## src/hdl/hub_strap_pkg.sv

```systemverilog
// constants, field layouts and carrier types for the strap decoder
package hub_strap_pkg;
    localparam int NUM_PORTS = 6;
    localparam int NUM_PF = 29;
    localparam int PF_FIRST = 3;
    localparam int FN_W = 4;
    localparam int LVL_W = 3;
    localparam int FIELDS_PER_MUX = 8;
    localparam int SETTLE_CYCLES = 4;
    localparam int MIC_PIN = 19;
    localparam logic [7:0] REG_STATUS = 8'h00;
    localparam logic [7:0] REG_SETTINGS = 8'h04;
    localparam logic [7:0] REG_PORT_CTRL = 8'h08;
    localparam logic [7:0] REG_PIN_MUX0 = 8'h0C;
    localparam logic [7:0] REG_PIN_MUX3 = 8'h18;
    localparam int ST_DPLUS_LSB = 0;
    localparam int ST_DMINUS_LSB = 8;
    localparam int ST_DIS_LSB = 16;
    localparam int ST_MODE_RSV_BIT = 24;
    localparam int ST_MIC_BIT = 25;
    localparam int SET_FIXED_LSB = 0;
    localparam int SET_CHARGE_LSB = 8;
    localparam int SET_OC_LSB = 16;
    localparam logic [5:0] HOST_DIS_RESET = 6'h00;
    localparam logic [LVL_W-1:0] LVL_200K_DN = 3'h0;
    localparam logic [LVL_W-1:0] LVL_200K_UP = 3'h1;
    localparam logic [LVL_W-1:0] LVL_10K_DN = 3'h2;
    localparam logic [LVL_W-1:0] LVL_10K_UP = 3'h3;
    localparam logic [LVL_W-1:0] LVL_10R_DN = 3'h4;
    localparam logic [LVL_W-1:0] LVL_10R_UP = 3'h5;
    localparam logic [FN_W-1:0] FN_NC = 4'h0;
    localparam logic [FN_W-1:0] FN_AUD_SDI = 4'h1;
    localparam logic [FN_W-1:0] FN_AUD_SDO = 4'h2;
    localparam logic [FN_W-1:0] FN_AUD_SCK = 4'h3;
    localparam logic [FN_W-1:0] FN_AUD_LRCK = 4'h4;
    localparam logic [FN_W-1:0] FN_AUD_MCLK = 4'h5;
    localparam logic [FN_W-1:0] FN_POWER_CTL = 4'h6;
    localparam logic [FN_W-1:0] FN_BRIDGE_CLK = 4'h7;
    localparam logic [FN_W-1:0] FN_BRIDGE_LINE = 4'h8;
    localparam logic [FN_W-1:0] FN_MIC = 4'h9;
    localparam logic [FN_W-1:0] FN_SPI_CE = 4'hA;
    localparam logic [FN_W-1:0] FN_SPI_CLK = 4'hB;
    localparam logic [FN_W-1:0] FN_SPI_DATA = 4'hC;
    localparam logic [FN_W-1:0] FN_TGT_CLK = 4'hD;
    localparam logic [FN_W-1:0] FN_TGT_LINE = 4'hE;
    localparam logic [FN_W-1:0] FN_VBUS = 4'hF;
    // pin 31 down to pin 3
    localparam logic [NUM_PF*FN_W-1:0] PF_DEFAULT = {
        FN_BRIDGE_LINE, FN_VBUS, FN_NC, FN_POWER_CTL, FN_TGT_LINE, FN_TGT_CLK,
        FN_SPI_DATA, FN_SPI_DATA, FN_SPI_DATA, FN_SPI_DATA, FN_SPI_CLK, FN_SPI_CE,
        FN_MIC, FN_BRIDGE_CLK, {8{FN_POWER_CTL}}, FN_NC, FN_NC,
        FN_AUD_MCLK, FN_AUD_LRCK, FN_AUD_SCK, FN_AUD_SDO, FN_AUD_SDI};
    typedef struct packed {
        logic [7:0] paddr;
        logic psel;
        logic penable;
        logic pwrite;
        logic [31:0] pwdata;
    } apb_req_type;
    typedef struct packed {
        logic [31:0] prdata;
        logic pready;
        logic pslverr;
    } apb_rsp_type;
    // port 0-based to its power control pin number
    function automatic int power_pin(input int p);
        return (p == 5) ? 28 : 17 - p;
    endfunction : power_pin
    // ports 2..4 (0-based) own a superspeed control pin
    function automatic int ss_pin(input int p);
        return 8 + p;
    endfunction : ss_pin
    function automatic logic [5:0] level_mask(input logic [LVL_W-1:0] lvl);
        logic [5:0] m;
        unique case (lvl)
            LVL_200K_DN: m = 6'h00;
            LVL_200K_UP: m = 6'h01;
            LVL_10K_DN: m = 6'h03;
            LVL_10K_UP: m = 6'h07;
            LVL_10R_DN: m = 6'h0F;
            LVL_10R_UP: m = 6'h3F;
            default: m = 6'h00;
        endcase
        return m;
    endfunction : level_mask
endpackage : hub_strap_pkg

```

## src/hdl/hub_strap_decode.sv

```systemverilog
// strap latch, decode, pin function mux and port control pins with apb access
//
// Our own choices: register access over APB and the register offsets.
`timescale 1ns/10ps
module hub_strap_decode #(
    parameter int SETTLE_CYCLES = hub_strap_pkg::SETTLE_CYCLES
) (
    input wire logic core_clk_in,
    input wire logic nrst_in,
    input wire logic [7:0] paddr_in,
    input wire logic psel_in,
    input wire logic penable_in,
    input wire logic pwrite_in,
    input wire logic [31:0] pwdata_in,
    output logic [31:0] prdata_out,
    output logic pready_out,
    output logic pslverr_out,
    input wire logic chip_reset_n_in,
    input wire logic [5:0] port_dplus_disable_strap_in,
    input wire logic [5:0] port_dminus_disable_strap_in,
    input wire logic [2:0] fixed_port_count_strap_in,
    input wire logic [2:0] charging_port_count_strap_in,
    input wire logic [2:0] mode1_strap_in,
    input wire logic [2:0] mode2_strap_in,
    input wire logic [5:0] port_power_control_in,
    input wire logic microphone_detect_in,
    output logic [5:0] port_power_control_out,
    output logic [5:0] port_power_control_oe_out,
    output logic [2:0] superspeed_power_control_oe_out,
    output logic [5:0] port_disabled_out,
    output logic [5:0] superspeed_disabled_out,
    output logic [5:0] fixed_port_mask_out,
    output logic [5:0] charging_port_mask_out,
    output logic [5:0] overcurrent_out,
    output logic mode_reserved_out,
    output logic microphone_detect_out,
    output logic straps_latched_out,
    output logic [hub_strap_pkg::NUM_PF*hub_strap_pkg::FN_W-1:0] pin_function_out
);
    localparam int PFW = hub_strap_pkg::NUM_PF * hub_strap_pkg::FN_W;
    localparam int FW = hub_strap_pkg::FN_W;
    localparam int MIC_OFS = (hub_strap_pkg::MIC_PIN - hub_strap_pkg::PF_FIRST) * FW;
    localparam int SYNC_W = 32;
    localparam int LAT_MIN = 1;
    localparam int LAT_MAX = 8;

    typedef struct packed {
        logic pending;
        logic [2:0] settle;
        logic capture;
        logic [5:0] dplus;
        logic [5:0] dminus;
        logic [5:0] port_dis;
        logic [5:0] ss_dis;
        logic [5:0] fixed_mask;
        logic [5:0] charge_mask;
        logic mode_rsv;
        logic [5:0] host_dis;
        logic [PFW-1:0] pin_fn;
        logic [5:0] ctl_oe;
        logic [2:0] ss_oe;
        logic [5:0] oc;
        logic mic;
        hub_strap_pkg::apb_rsp_type rsp;
    } state_type;

    state_type st;
    state_type next_st;
    hub_strap_pkg::apb_req_type req;
    logic [SYNC_W-1:0] sync_q;
    logic [5:0] dplus_s;
    logic [5:0] dminus_s;
    logic [2:0] fixed_s;
    logic [2:0] charge_s;
    logic [2:0] mode1_s;
    logic [2:0] mode2_s;
    logic ext_ok;
    logic [5:0] ctl_n_s;
    logic mic_s;
    logic [5:0] eff_dis;
    logic [5:0] ctl_fn_ok;
    logic [5:0] ss_fn_ok;

    initial begin
        if (SETTLE_CYCLES < 1 || SETTLE_CYCLES > 7) $error("SETTLE_CYCLES must be 1 to 7");
    end

    assign req = '{paddr: paddr_in, psel: psel_in, penable: penable_in,
                   pwrite: pwrite_in, pwdata: pwdata_in};

    strap_sync #(
        .WIDTH(SYNC_W)
    ) pin_sync (
        .core_clk_in(core_clk_in),
        .nrst_in(nrst_in),
        .pin_in({microphone_detect_in, port_power_control_in, chip_reset_n_in,
                 mode2_strap_in, mode1_strap_in, charging_port_count_strap_in,
                 fixed_port_count_strap_in, port_dminus_disable_strap_in,
                 port_dplus_disable_strap_in}),
        .level_out(sync_q)
    );

    assign {mic_s, ctl_n_s, ext_ok, mode2_s, mode1_s, charge_s, fixed_s, dminus_s, dplus_s} = sync_q;

    assign eff_dis = st.port_dis | st.host_dis;

    genvar gp;
    generate
        for (gp = 0; gp < hub_strap_pkg::NUM_PORTS; gp++) begin : g_port
            localparam int CP = (hub_strap_pkg::power_pin(gp) - hub_strap_pkg::PF_FIRST) * FW;
            localparam int SP = (hub_strap_pkg::ss_pin(gp) - hub_strap_pkg::PF_FIRST) * FW;
            assign ctl_fn_ok[gp] = st.pin_fn[CP +: FW] == hub_strap_pkg::FN_POWER_CTL;
            if (gp >= 2 && gp <= 4) begin : g_ss
                assign ss_fn_ok[gp] = st.pin_fn[SP +: FW] == hub_strap_pkg::FN_POWER_CTL;
            end else begin : g_no_ss
                assign ss_fn_ok[gp] = 1'b0;
            end
        end
    endgenerate

    function automatic logic [31:0] mux_word(input logic [PFW-1:0] fn, input int k);
        logic [31:0] w;
        w = 32'h0000_0000;
        for (int i = 0; i < hub_strap_pkg::FIELDS_PER_MUX; i++) begin
            if (k * hub_strap_pkg::FIELDS_PER_MUX + i < hub_strap_pkg::NUM_PF) begin
                w[i*FW +: FW] = fn[(k * hub_strap_pkg::FIELDS_PER_MUX + i) * FW +: FW];
            end
        end
        return w;
    endfunction : mux_word

    always_comb begin
        logic access;
        logic hit;
        logic mux_hit;
        int k;
        logic [31:0] rd;
        access = req.psel && req.penable;
        mux_hit = req.paddr >= hub_strap_pkg::REG_PIN_MUX0 && req.paddr <= hub_strap_pkg::REG_PIN_MUX3
                  && req.paddr[1:0] == 2'h0;
        k = int'((req.paddr - hub_strap_pkg::REG_PIN_MUX0) >> 2);
        hit = mux_hit || req.paddr == hub_strap_pkg::REG_STATUS
              || req.paddr == hub_strap_pkg::REG_SETTINGS || req.paddr == hub_strap_pkg::REG_PORT_CTRL;
        rd = 32'h0000_0000;
        if (req.paddr == hub_strap_pkg::REG_STATUS) begin
            rd[hub_strap_pkg::ST_DPLUS_LSB +: 6] = st.dplus;
            rd[hub_strap_pkg::ST_DMINUS_LSB +: 6] = st.dminus;
            rd[hub_strap_pkg::ST_DIS_LSB +: 6] = st.port_dis;
            rd[hub_strap_pkg::ST_MODE_RSV_BIT] = st.mode_rsv;
            rd[hub_strap_pkg::ST_MIC_BIT] = st.mic;
        end else if (req.paddr == hub_strap_pkg::REG_SETTINGS) begin
            rd[hub_strap_pkg::SET_FIXED_LSB +: 6] = st.fixed_mask;
            rd[hub_strap_pkg::SET_CHARGE_LSB +: 6] = st.charge_mask;
            rd[hub_strap_pkg::SET_OC_LSB +: 6] = st.oc;
        end else if (req.paddr == hub_strap_pkg::REG_PORT_CTRL) begin
            rd[5:0] = st.host_dis;
        end else if (mux_hit) begin
            rd = mux_word(st.pin_fn, k);
        end

        next_st = st;
        next_st.capture = 1'b0;
        next_st.rsp.pready = 1'b0;
        next_st.rsp.pslverr = 1'b0;
        // the one-cycle wait keeps every bus output on a flop
        if (access && !st.rsp.pready) begin
            next_st.rsp.pready = 1'b1;
            next_st.rsp.pslverr = !hit;
            next_st.rsp.prdata = hit ? rd : 32'h0000_0000;
        end
        if (access && st.rsp.pready && req.pwrite && hit) begin
            if (req.paddr == hub_strap_pkg::REG_PORT_CTRL) begin
                next_st.host_dis = req.pwdata[5:0];
            end
            if (mux_hit) begin
                for (int i = 0; i < hub_strap_pkg::FIELDS_PER_MUX; i++) begin
                    if (k * hub_strap_pkg::FIELDS_PER_MUX + i < hub_strap_pkg::NUM_PF) begin
                        next_st.pin_fn[(k * hub_strap_pkg::FIELDS_PER_MUX + i) * FW +: FW] =
                            req.pwdata[i*FW +: FW];
                    end
                end
            end
        end

        // hold off until the external reset is released and pins have settled
        if (!ext_ok) begin
            next_st.pending = 1'b1;
            next_st.settle = 3'h0;
        end else if (st.pending) begin
            if (st.settle == 3'(SETTLE_CYCLES - 1)) begin
                next_st.pending = 1'b0;
                next_st.capture = 1'b1;
                next_st.dplus = dplus_s;
                next_st.dminus = dminus_s;
                next_st.port_dis = dplus_s & dminus_s;
                next_st.fixed_mask = hub_strap_pkg::level_mask(fixed_s);
                next_st.charge_mask = hub_strap_pkg::level_mask(charge_s);
                // only configuration 3 exists, so reserved patterns fall back to it
                next_st.mode_rsv = !(mode2_s == hub_strap_pkg::LVL_200K_DN
                                     && mode1_s == hub_strap_pkg::LVL_10K_DN);
                next_st.pin_fn = hub_strap_pkg::PF_DEFAULT;
            end else begin
                next_st.settle = st.settle + 3'h1;
            end
        end

        next_st.ss_dis = eff_dis;
        next_st.ctl_oe = eff_dis & ctl_fn_ok;
        next_st.ss_oe = eff_dis[4:2] & ss_fn_ok[4:2];
        // pins are unsettled while a latch is pending, so no overcurrent until the straps latch after each reset
        next_st.oc = ~eff_dis & ctl_fn_ok & ~ctl_n_s & {6{!st.pending}};
        next_st.mic = mic_s && st.pin_fn[MIC_OFS +: FW] == hub_strap_pkg::FN_MIC;
    end

    always_ff @(posedge core_clk_in or negedge nrst_in) begin
        if (!nrst_in) begin
            st <= '0;
            st.pending <= 1'b1;
            st.host_dis <= hub_strap_pkg::HOST_DIS_RESET;
            st.pin_fn <= hub_strap_pkg::PF_DEFAULT;
        end else begin
            st <= next_st;
        end
    end

    assign prdata_out = st.rsp.prdata;
    assign pready_out = st.rsp.pready;
    assign pslverr_out = st.rsp.pslverr;
    assign port_power_control_out = 6'h00;
    assign port_power_control_oe_out = st.ctl_oe;
    assign superspeed_power_control_oe_out = st.ss_oe;
    assign port_disabled_out = st.port_dis;
    assign superspeed_disabled_out = st.ss_dis;
    assign fixed_port_mask_out = st.fixed_mask;
    assign charging_port_mask_out = st.charge_mask;
    assign overcurrent_out = st.oc;
    assign mode_reserved_out = st.mode_rsv;
    assign microphone_detect_out = st.mic;
    assign straps_latched_out = st.capture;
    assign pin_function_out = st.pin_fn;

    a_dplus_latch: assert property (@(posedge core_clk_in) disable iff (!nrst_in)
        st.capture |-> st.dplus == $past(dplus_s))
        else $error("dplus strap not latched");

    a_dminus_latch: assert property (@(posedge core_clk_in) disable iff (!nrst_in)
        st.capture |-> st.dminus == $past(dminus_s))
        else $error("dminus strap not latched");

    a_port_both_lines: assert property (@(posedge core_clk_in) disable iff (!nrst_in)
        port_disabled_out == (st.dplus & st.dminus))
        else $error("port disabled without both straps");

    a_superspeed_follows: assert property (@(posedge core_clk_in) disable iff (!nrst_in)
        ##1 superspeed_disabled_out == ($past(port_disabled_out) | $past(st.host_dis)))
        else $error("superspeed portion not disabled with port");

    a_fixed_level: assert property (@(posedge core_clk_in) disable iff (!nrst_in)
        st.pending && ext_ok && st.settle == 3'(SETTLE_CYCLES - 1)
        && fixed_s == hub_strap_pkg::LVL_10K_UP |=> fixed_port_mask_out == 6'h07)
        else $error("fixed port level decoded wrong");

    a_charge_lowest: assert property (@(posedge core_clk_in) disable iff (!nrst_in)
        st.capture && $past(charge_s) == hub_strap_pkg::LVL_200K_DN |-> charging_port_mask_out == 6'h00)
        else $error("charging left on at lowest level");

    a_mode_config3: assert property (@(posedge core_clk_in) disable iff (!nrst_in)
        st.capture |-> mode_reserved_out == !($past(mode2_s) == hub_strap_pkg::LVL_200K_DN
                                              && $past(mode1_s) == hub_strap_pkg::LVL_10K_DN))
        else $error("mode strap decode wrong");

    a_mux_override: assert property (@(posedge core_clk_in) disable iff (!nrst_in)
        psel_in && penable_in && pready_out && pwrite_in && paddr_in == hub_strap_pkg::REG_PIN_MUX0
        && !(st.pending && ext_ok && st.settle == 3'(SETTLE_CYCLES - 1))
        |=> pin_function_out[31:0] == $past(pwdata_in))
        else $error("pin mux write lost");

    a_latch_after_release: assert property (@(posedge core_clk_in) disable iff (!nrst_in)
        $rose(ext_ok) |-> ##[LAT_MIN:LAT_MAX] st.capture)
        else $error("straps not latched after reset release");

    a_power_drive_low: assert property (@(posedge core_clk_in) disable iff (!nrst_in)
        $rose(port_power_control_oe_out[0]) |-> $past(eff_dis[0]) && port_power_control_out[0] == 1'b0)
        else $error("port control pin driven without disable");

    a_settings_stable: assert property (@(posedge core_clk_in) disable iff (!nrst_in)
        !st.capture |-> $stable(fixed_port_mask_out) && $stable(charging_port_mask_out)
                        && $stable(port_disabled_out))
        else $error("decoded settings changed between resets");

    // checks on the latched settings
    a_port_only_both: assert property (@(posedge core_clk_in) disable iff (!nrst_in)
        st.capture |-> port_disabled_out == ($past(dplus_s) & $past(dminus_s)))
        else $error("port disable not the and of both straps");

    a_fixed_none: assert property (@(posedge core_clk_in) disable iff (!nrst_in)
        st.capture && $past(fixed_s) == hub_strap_pkg::LVL_200K_DN |-> fixed_port_mask_out == 6'h00)
        else $error("fixed port lowest level decoded wrong");

    a_fixed_all: assert property (@(posedge core_clk_in) disable iff (!nrst_in)
        st.capture && $past(fixed_s) == hub_strap_pkg::LVL_10R_UP |-> fixed_port_mask_out == 6'h3F)
        else $error("fixed port highest level decoded wrong");

    a_charge_two: assert property (@(posedge core_clk_in) disable iff (!nrst_in)
        st.capture && $past(charge_s) == hub_strap_pkg::LVL_10K_DN |-> charging_port_mask_out == 6'h03)
        else $error("charging two port level decoded wrong");

    a_charge_all: assert property (@(posedge core_clk_in) disable iff (!nrst_in)
        st.capture && $past(charge_s) == hub_strap_pkg::LVL_10R_UP |-> charging_port_mask_out == 6'h3F)
        else $error("charging highest level decoded wrong");

    a_pin_defaults: assert property (@(posedge core_clk_in) disable iff (!nrst_in)
        st.capture |-> pin_function_out == hub_strap_pkg::PF_DEFAULT)
        else $error("pin functions not reloaded at latch");

    a_mic_default: assert property (@(posedge core_clk_in) disable iff (!nrst_in)
        st.capture |-> pin_function_out[MIC_OFS +: FW] == hub_strap_pkg::FN_MIC)
        else $error("microphone pin default wrong");

    a_mode_fallback: assert property (@(posedge core_clk_in) disable iff (!nrst_in)
        st.capture && mode_reserved_out |-> pin_function_out == hub_strap_pkg::PF_DEFAULT)
        else $error("reserved mode did not fall back");

    a_no_latch_in_reset: assert property (@(posedge core_clk_in) disable iff (!nrst_in)
        !ext_ok |=> !st.capture)
        else $error("straps latched while chip reset held");

    // checks on the pins and the bus
    a_mux_readback: assert property (@(posedge core_clk_in) disable iff (!nrst_in)
        psel_in && penable_in && pready_out && !pwrite_in && paddr_in == hub_strap_pkg::REG_PIN_MUX0
        && !st.capture |-> prdata_out == pin_function_out[31:0])
        else $error("pin mux read back wrong");

    a_mic_absent: assert property (@(posedge core_clk_in) disable iff (!nrst_in)
        !mic_s |=> !microphone_detect_out)
        else $error("microphone reported without one");

    a_mic_present: assert property (@(posedge core_clk_in) disable iff (!nrst_in)
        mic_s && st.pin_fn[MIC_OFS +: FW] == hub_strap_pkg::FN_MIC |=> microphone_detect_out)
        else $error("plugged microphone not reported");

    a_oc_needs_low_pin: assert property (@(posedge core_clk_in) disable iff (!nrst_in)
        overcurrent_out[0] |-> !$past(ctl_n_s[0]))
        else $error("overcurrent without low control pin");

    a_host_write: assert property (@(posedge core_clk_in) disable iff (!nrst_in)
        psel_in && penable_in && pready_out && pwrite_in && paddr_in == hub_strap_pkg::REG_PORT_CTRL
        |=> st.host_dis == $past(pwdata_in[5:0]))
        else $error("host port disable write lost");

    a_ss_oe_disabled: assert property (@(posedge core_clk_in) disable iff (!nrst_in)
        $rose(superspeed_power_control_oe_out[0]) |-> $past(eff_dis[2]))
        else $error("superspeed control driven without disable");
endmodule : hub_strap_decode

```

## src/hdl/strap_sync.sv

```systemverilog
// three-stage pin synchroniser with agreement filter
`timescale 1ns/10ps
module strap_sync #(
    parameter int WIDTH = 1
) (
    input wire logic core_clk_in,
    input wire logic nrst_in,
    input wire logic [WIDTH-1:0] pin_in,
    output logic [WIDTH-1:0] level_out
);
    typedef struct packed {
        logic [WIDTH-1:0] s1;
        logic [WIDTH-1:0] s2;
        logic [WIDTH-1:0] s3;
        logic [WIDTH-1:0] q;
    } sync_state_type;
    sync_state_type st;
    sync_state_type next_st;
    initial begin
        if (WIDTH < 1) $error("strap_sync needs WIDTH of at least 1");
    end
    always_comb begin
        next_st.s1 = pin_in;
        next_st.s2 = st.s1;
        next_st.s3 = st.s2;
        // s1 feeds only s2; a change counts once s2 and s3 agree
        next_st.q = (st.s2 & st.s3) | (st.q & (st.s2 ^ st.s3));
    end
    always_ff @(posedge core_clk_in or negedge nrst_in) begin
        if (!nrst_in) begin
            st <= '0;
        end else begin
            st <= next_st;
        end
    end
    assign level_out = st.q;
endmodule : strap_sync

```

## config.mk

```make
export PLATFORM = sky130hd
export DESIGN_NAME = hub_strap_decode
export DESIGN_NICKNAME = d
export VERILOG_FILES = /design/src/hdl/hub_strap_pkg.sv /design/src/hdl/hub_strap_decode.sv /design/src/hdl/strap_sync.sv
export SDC_FILE = /design/constraint.sdc
export NUM_CORES = 1
export LEC_CHECK = 0
export BUFFER_PORTS_ARGS = -buffer_cell sky130_fd_sc_hd__buf_2
export CAP_MARGIN = 20
export CORE_MARGIN = 5
export CORE_UTILIZATION = 50
export CTS_CLUSTER_DIAMETER = 60
export CTS_CLUSTER_SIZE = 30
export DETAILED_ROUTE_END_ITERATION = 6
export GPL_ROUTABILITY_DRIVEN = 0
export PLACE_DENSITY_LB_ADDON = 0.05
export SLEW_MARGIN = 40
export SYNTH_ARGS = -nofsm -noshare
export SYNTH_HDL_FRONTEND = slang
export SYNTH_SLANG_ARGS = --single-unit
```

## constraint.sdc

```tcl
create_clock -name core_clk_in -period 1.9 [get_ports core_clk_in]
set_clock_uncertainty 0.1 [all_clocks]
set_input_delay 0.19 -clock core_clk_in [delete_from_list [all_inputs] [get_ports core_clk_in]]
set_output_delay 0.19 -clock core_clk_in [all_outputs]
set_load 0.05 [all_outputs]
```

* Yosys cells after proc, flatten, opt, wreduce, memory -nomap -nowiden *
Cells that the tools add are included.

operators by class
  add/sub/neg operators = 17
  order comparisons = 10
  eq/ne operators = 26
  shift-type cells = 24
  muxes and demuxes = 70
  bitwise logic cells = 13
  reductions and logical operators = 22

operators by type and width
  operator                                                      number
  2-to-1 mux 116 bit                                            27
  bitwise mux 116 bit                                           8
  variable shift 4 x 33 -> 116 bit (first input constant)       8
  variable part select 4 x 33 -> 116 bit                        8
  variable part select 116 x 13 -> 4 bit                        7
  negator 13 -> 33 bit                                          7
  variable part select 116 x 12 -> 4 bit                        1
  less-than comparator 11 x 6 -> 1 bit (second input constant)  7
  bitwise AND 32 bit                                            2
  2-to-1 mux 32 bit                                             2
  case mux 6 bit (5 select lines)                               2
  2-to-1 mux 6 bit                                              8
  adder 10 x 4 -> 11 bit (second input constant)                4
  2-to-1 mux 19 bit                                             2
  equality test 4 x 3 -> 1 bit (second input constant)          9
  2-to-1 mux 4 bit                                              9
  negator 12 -> 33 bit                                          1
  bitwise OR 32 bit                                             1
  bitwise XOR 32 bit                                            1
  bitwise AND 6 bit                                             5
  2-to-1 mux 26 bit                                             1
  2-to-1 mux 23 bit                                             1
  adder 10 x 3 -> 11 bit (second input constant)                2
  equality test 3 x 2 -> 1 bit (second input constant)          6
  27 further kinds                                              53

storage, ports and cells
  register bits = 342
  input bits = 77

* Depth between registers and ports, before layout *
  depth in word-level cells = 39
  depth in mapped cells = 18
  depth with buffers taken out = 13

* Cells and area by module *
Synthesis repeated with hierarchy kept, for this count alone.

unflattened totals
  cells, all modules = 1538
  area, all modules = 16384.5 um^2

by module, submodules not included
  module            instances  cells each  area each (um^2)  sequential area each (um^2)
  hub_strap_decode  1          1314        12300.5           5373.9
  strap_sync        1          224         4083.9            3203.1

* Worst setup path after synthesis *
Ideal clock, no wire load.

  kind = input-to-reg
  from = in paddr_in[2]
  to = reg st (netlist bit pin_function_out[1])
  arrival = 4003 ps
  data required time = 1664 ps
  setup slack = -2340 ps
  cell stages on the path = 17
  buffers on the path = 6
  cell sequence = buf_6 buf_2 buf_2 inv_1 clkbuf_1 ha_1 clkbuf_1 nand2b_1 clkbuf_1 a211oi_4 nand2_1 ha_1 or4b_2 nor4_1 nand3_1 o31ai_1 a21oi_1

RTL lines
  element               RTL line                 RTL
  from (decl)           hub_strap_decode.sv:10   input wire logic [7:0] paddr_in,
  to (signal assigned)  hub_strap_decode.sv:222  st <= next_st;
  to (decl)             hub_strap_decode.sv:67   state_type st;

==> results by group <==
Worst setup path
  • Crit path kind: primary input to flip-flop
  • R2R setup slack: -0.12 ns
  • Worst setup path startpoint: paddr_in[2]
  • Worst r2r src: pready_out
  • Required time worst endpoint: 2.25 ns
  • Cells on worst reg2reg path: 9
  • Reg-to-Reg End: pin_function_out[39]
  • Setup crit start kind: primary input
  • End point of the critical path: pin_function_out[3]
  • CP arrival: 2.95 ns
  • CP Max Fanout: 4
  • Crit. End Element: flip-flop

Floorplanning
  • Row cnt: 66
  • CORE AREA: 32,500 µm²
  • Ports: 275
  • Starting Density: 50.5%
  • Die Y-Extent: 191 µm
  • Die area: 36,600 µm²
  • Die extent in x: 191 µm

Timing
  • Worst-margin pin slew: 0.646 ns
  • Final-report hold violation count: 0
  • Fmax: 386 MHz
  • Crit share post-route: 137%
  • RSZ-0062 raised after global routing: true
  • Final setup margin: -0.694 ns
  • Fin crit period: 2.59 ns
  • Slew Limit Fails: 0
  • Max transition margin: 56.9%
  • Final setup fails: 93

Run status
  • Failing checks: setup timing
  • Status: finished with violations

Placement
  • Port buffer count: 268
  • DP Wirelength: 33,600 µm
  • DP Area: 18,200 µm²

CTS
  • Clock Tree Buf Depth: 3
  • Clock Sinks: 340
  • CTS Buf Count: 30
  • Clock-pin slew on the worst setup and hold paths: 0.08 ns
  • Clock Latency Late Sink: 0.58 ns
  • Htree depth: 1
  • CTS tree: yes
  • Root buffer cell: clkbuf_16

Synth
  • Syn Std Cell Area: 16,400 µm²
  • EDFF count, synth: 0
  • Synth cell count leaders: 285 x dfrtp_1, 194 x buf_4, 179 x nand2_1
  • Yosys reg bits: 340
  • Synth cell types: 79
  • Mapped Avg Cell Area: 10.8 µm²
  • Ys async rst share: 100%
  • Post-synth top flop: dfrtp_1
  • Largest cells by area after synthesis: dfrtp_1 43%, buf_4 8.9%, dfstp_2 8.8%, nand2_1 4.1%, ha_1 3.7%
  • Most frequent cell after synthesis: dfrtp_1
  • Sequential area share after synthesis: 52.2%
  • Yosys warning count: 0
  • Area leader, netlist: dfrtp_1
  • Post-synth top area share: 43.4%
  • Post-Synthesis Cells: 1,525

Routing
  • TritonRoute pass-1 iters: 5
  • Wire per inst: 22.1 µm
  • Final ANT Viol Nets: 0
  • Total Routed Length: 50,300 µm
  • Vias per cell: 5.66
  • DR top layer: met4
  • Vias: 12,900
  • DRC errors left: 0
  • Post-Route M1 WL: 20,800 µm
  • WL met2: 23,900 µm
  • Starting DRT DRC Count: 896
  • Met3 WL post-DR: 3550 µm

Global routing
  • Vias in the first global route: 12,900
  • Tot GR Track Use: 26.5%
  • Total grt overflow: 0
  • Initial antenna violation count: 0
  • First-pass GRT wire length: 75,500 µm
  • Largest net degree at the start of global routing: 69

Power
  • VDD IR max: 0.674 mV
  • P_leak: 10.1 nW
  • Power, Total: 18.4 mW
  • Cell area power density: 872 nW/µm²

Finish
  • Fillcell total: 2,647
  • Fin nets: 1,937
  • # diodes: 0
  • Final Cell Area: 21,100 µm²
  • Layout cells sized above 1: 40.0%
  • P&R area growth vs syn: 28.5%

Flow run
  • Max_cap viols: 0

Worst hold path
  • Worst min path class: primary input to async pin
[layout by cell type (no fill, tap or decap), drive strengths merged, types with 8 or more instances in the layout]
| master | instances |
|---|---|
| dlygate4sd3 | 65 |
| nand2 | 179 |
| mux2i | 32 |
| buf | 460 |
| dfrtp | 285 |
| clkinv | 9 |
| ha | 49 |
| nand4 | 57 |
| a21oi | 86 |
| a21o | 33 |
| o211ai | 43 |
| inv | 33 |
| o32a | 8 |
| clkbuf | 36 |
| mux4 | 20 |
| and2 | 9 |
| dfstp | 55 |
| o21ai | 107 |
| nor2b | 8 |
| nor4 | 13 |
| nor3 | 8 |
| nand3 | 35 |
| nor2 | 61 |
| nand2b | 12 |
[metrics by stage]
step           hold slack [ns]  TNS [ns]  setup WS [ns]  util, %  instances
6_report                0.0230    -12.23         -0.694     65.0       2276
2_1_floorplan           -0.206    -96.10          -1.53        -       1530
4_1_cts                 0.0221     -9.67         -0.658     63.5       2263
3_3_place_gp            0.0376   -135.07          -1.40     55.8       2108
3_5_place_dp            0.0348   -138.56          -1.41     55.8       2108
5_1_grt                 0.0361    -19.15         -0.756     65.0       2276
[registers in the layout, indices dropped and copies added, names as in the netlist]
name / flops
fixed_port_mask_out: 5
pready_out: 1
pin_function_out: 116
superspeed_power_control_oe_out: 3
port_disabled_out: 6
pslverr_out: 1
st: 22
superspeed_disabled_out: 6
pin_sync.st: 32
charging_port_mask_out: 5
microphone_detect_out: 1
mode_reserved_out: 1
pin_sync.level_out: 32
prdata_out: 32
straps_latched_out: 1
port_power_control_oe_out: 6
overcurrent_out: 6
pin_sync.next_st: 64
[final cells by class]
cell class	instances	area (µm²)	share of cell area, %
Clock buffer	32	779	3.69
Clock inverter	23	277	1.31
Inverter	22	88.8	0.420
Multi-Input combinational cell	887	6620	31.3
Sequential cell	340	8580	40.6
Tap cell	442	553	2.62
Timing Repair Buffer	530	4250	20.1
[kinds of logic (layout without fill, tap and decap cells)]
| family | after synthesis | in the layout | share of synthesized area (%) |
|---|---|---|---|
| AND/OR/NAND/NOR | 430 | 430 | 13.2 |
| buffers and inverters | 304 | 607 | 11.8 |
| adder cells (fa/ha/maj) | 49 | 49 | 3.73 |
| multiplexers | 58 | 58 | 5.10 |
| other | 1 | 6 | 0.0228 |
| AO/OA/AOI/OAI | 335 | 336 | 13.5 |
| XOR/XNOR | 8 | 8 | 0.472 |
| flip-flops | 340 | 340 | 52.2 |
[power breakdown]
part	internal [mW]	switching, mW	total [mW]	leakage, nW
registers	7.82	0.446	8.26	4.24
clock network	3.31	3.16	6.47	0.511
logic	1.20	2.51	3.71	5.31
total	12.3	6.12	18.4	10.1
[critical path, stage by stage]
cell and delay, ns:
buf_8 0.10, ha_4 0.16, nor3_4 0.30, xnor2_4 0.17
ha_4 0.16, inv_2 0.04, a211oi_4 0.28, nand2_1 0.10
ha_2 0.20, or4b_4 0.52, nor4_4 0.20, nand3_2 0.18
o31ai_2 0.27, a21oi_1 0.09
[metal layers]
| layer | global-route usage (%) | up-vias |
|---|---|---|
| met3 | 4.67 | 111 |
| met1 | 35.6 | 6449 |
| met2 | 44.0 | 513 |
| met5 | 0 | - |
| met4 | 8.31 | 0 |
| li1 | - | 5801 |
[worst min path at each step]
stage / end / slack [ns]
floorplan: charging_port_mask_out[0] / -0.21
global placement: prdata_out[26] / 0.04
detailed placement: pin_function_out[23] / 0.03
CTS: pin_function_out[23] / 0.02
global route: prdata_out[26] / 0.04
finish: prdata_out[26] / 0.02
[repair_timing]
| item | 4_1_cts | 5_1_grt |
|---|---|---|
| setup buffers | 25 | 11 |
| cloned | 10 | 8 |
| gates resized for setup | 75 | 138 |
| hold buffers | 65 | 0 |
| endpoints found under the hold margin | 456 | 0 |
| pin swaps | 87 | 84 |
| endpoints found under the setup margin | 149 | 144 |
Power figures use the tool's default switching activity.
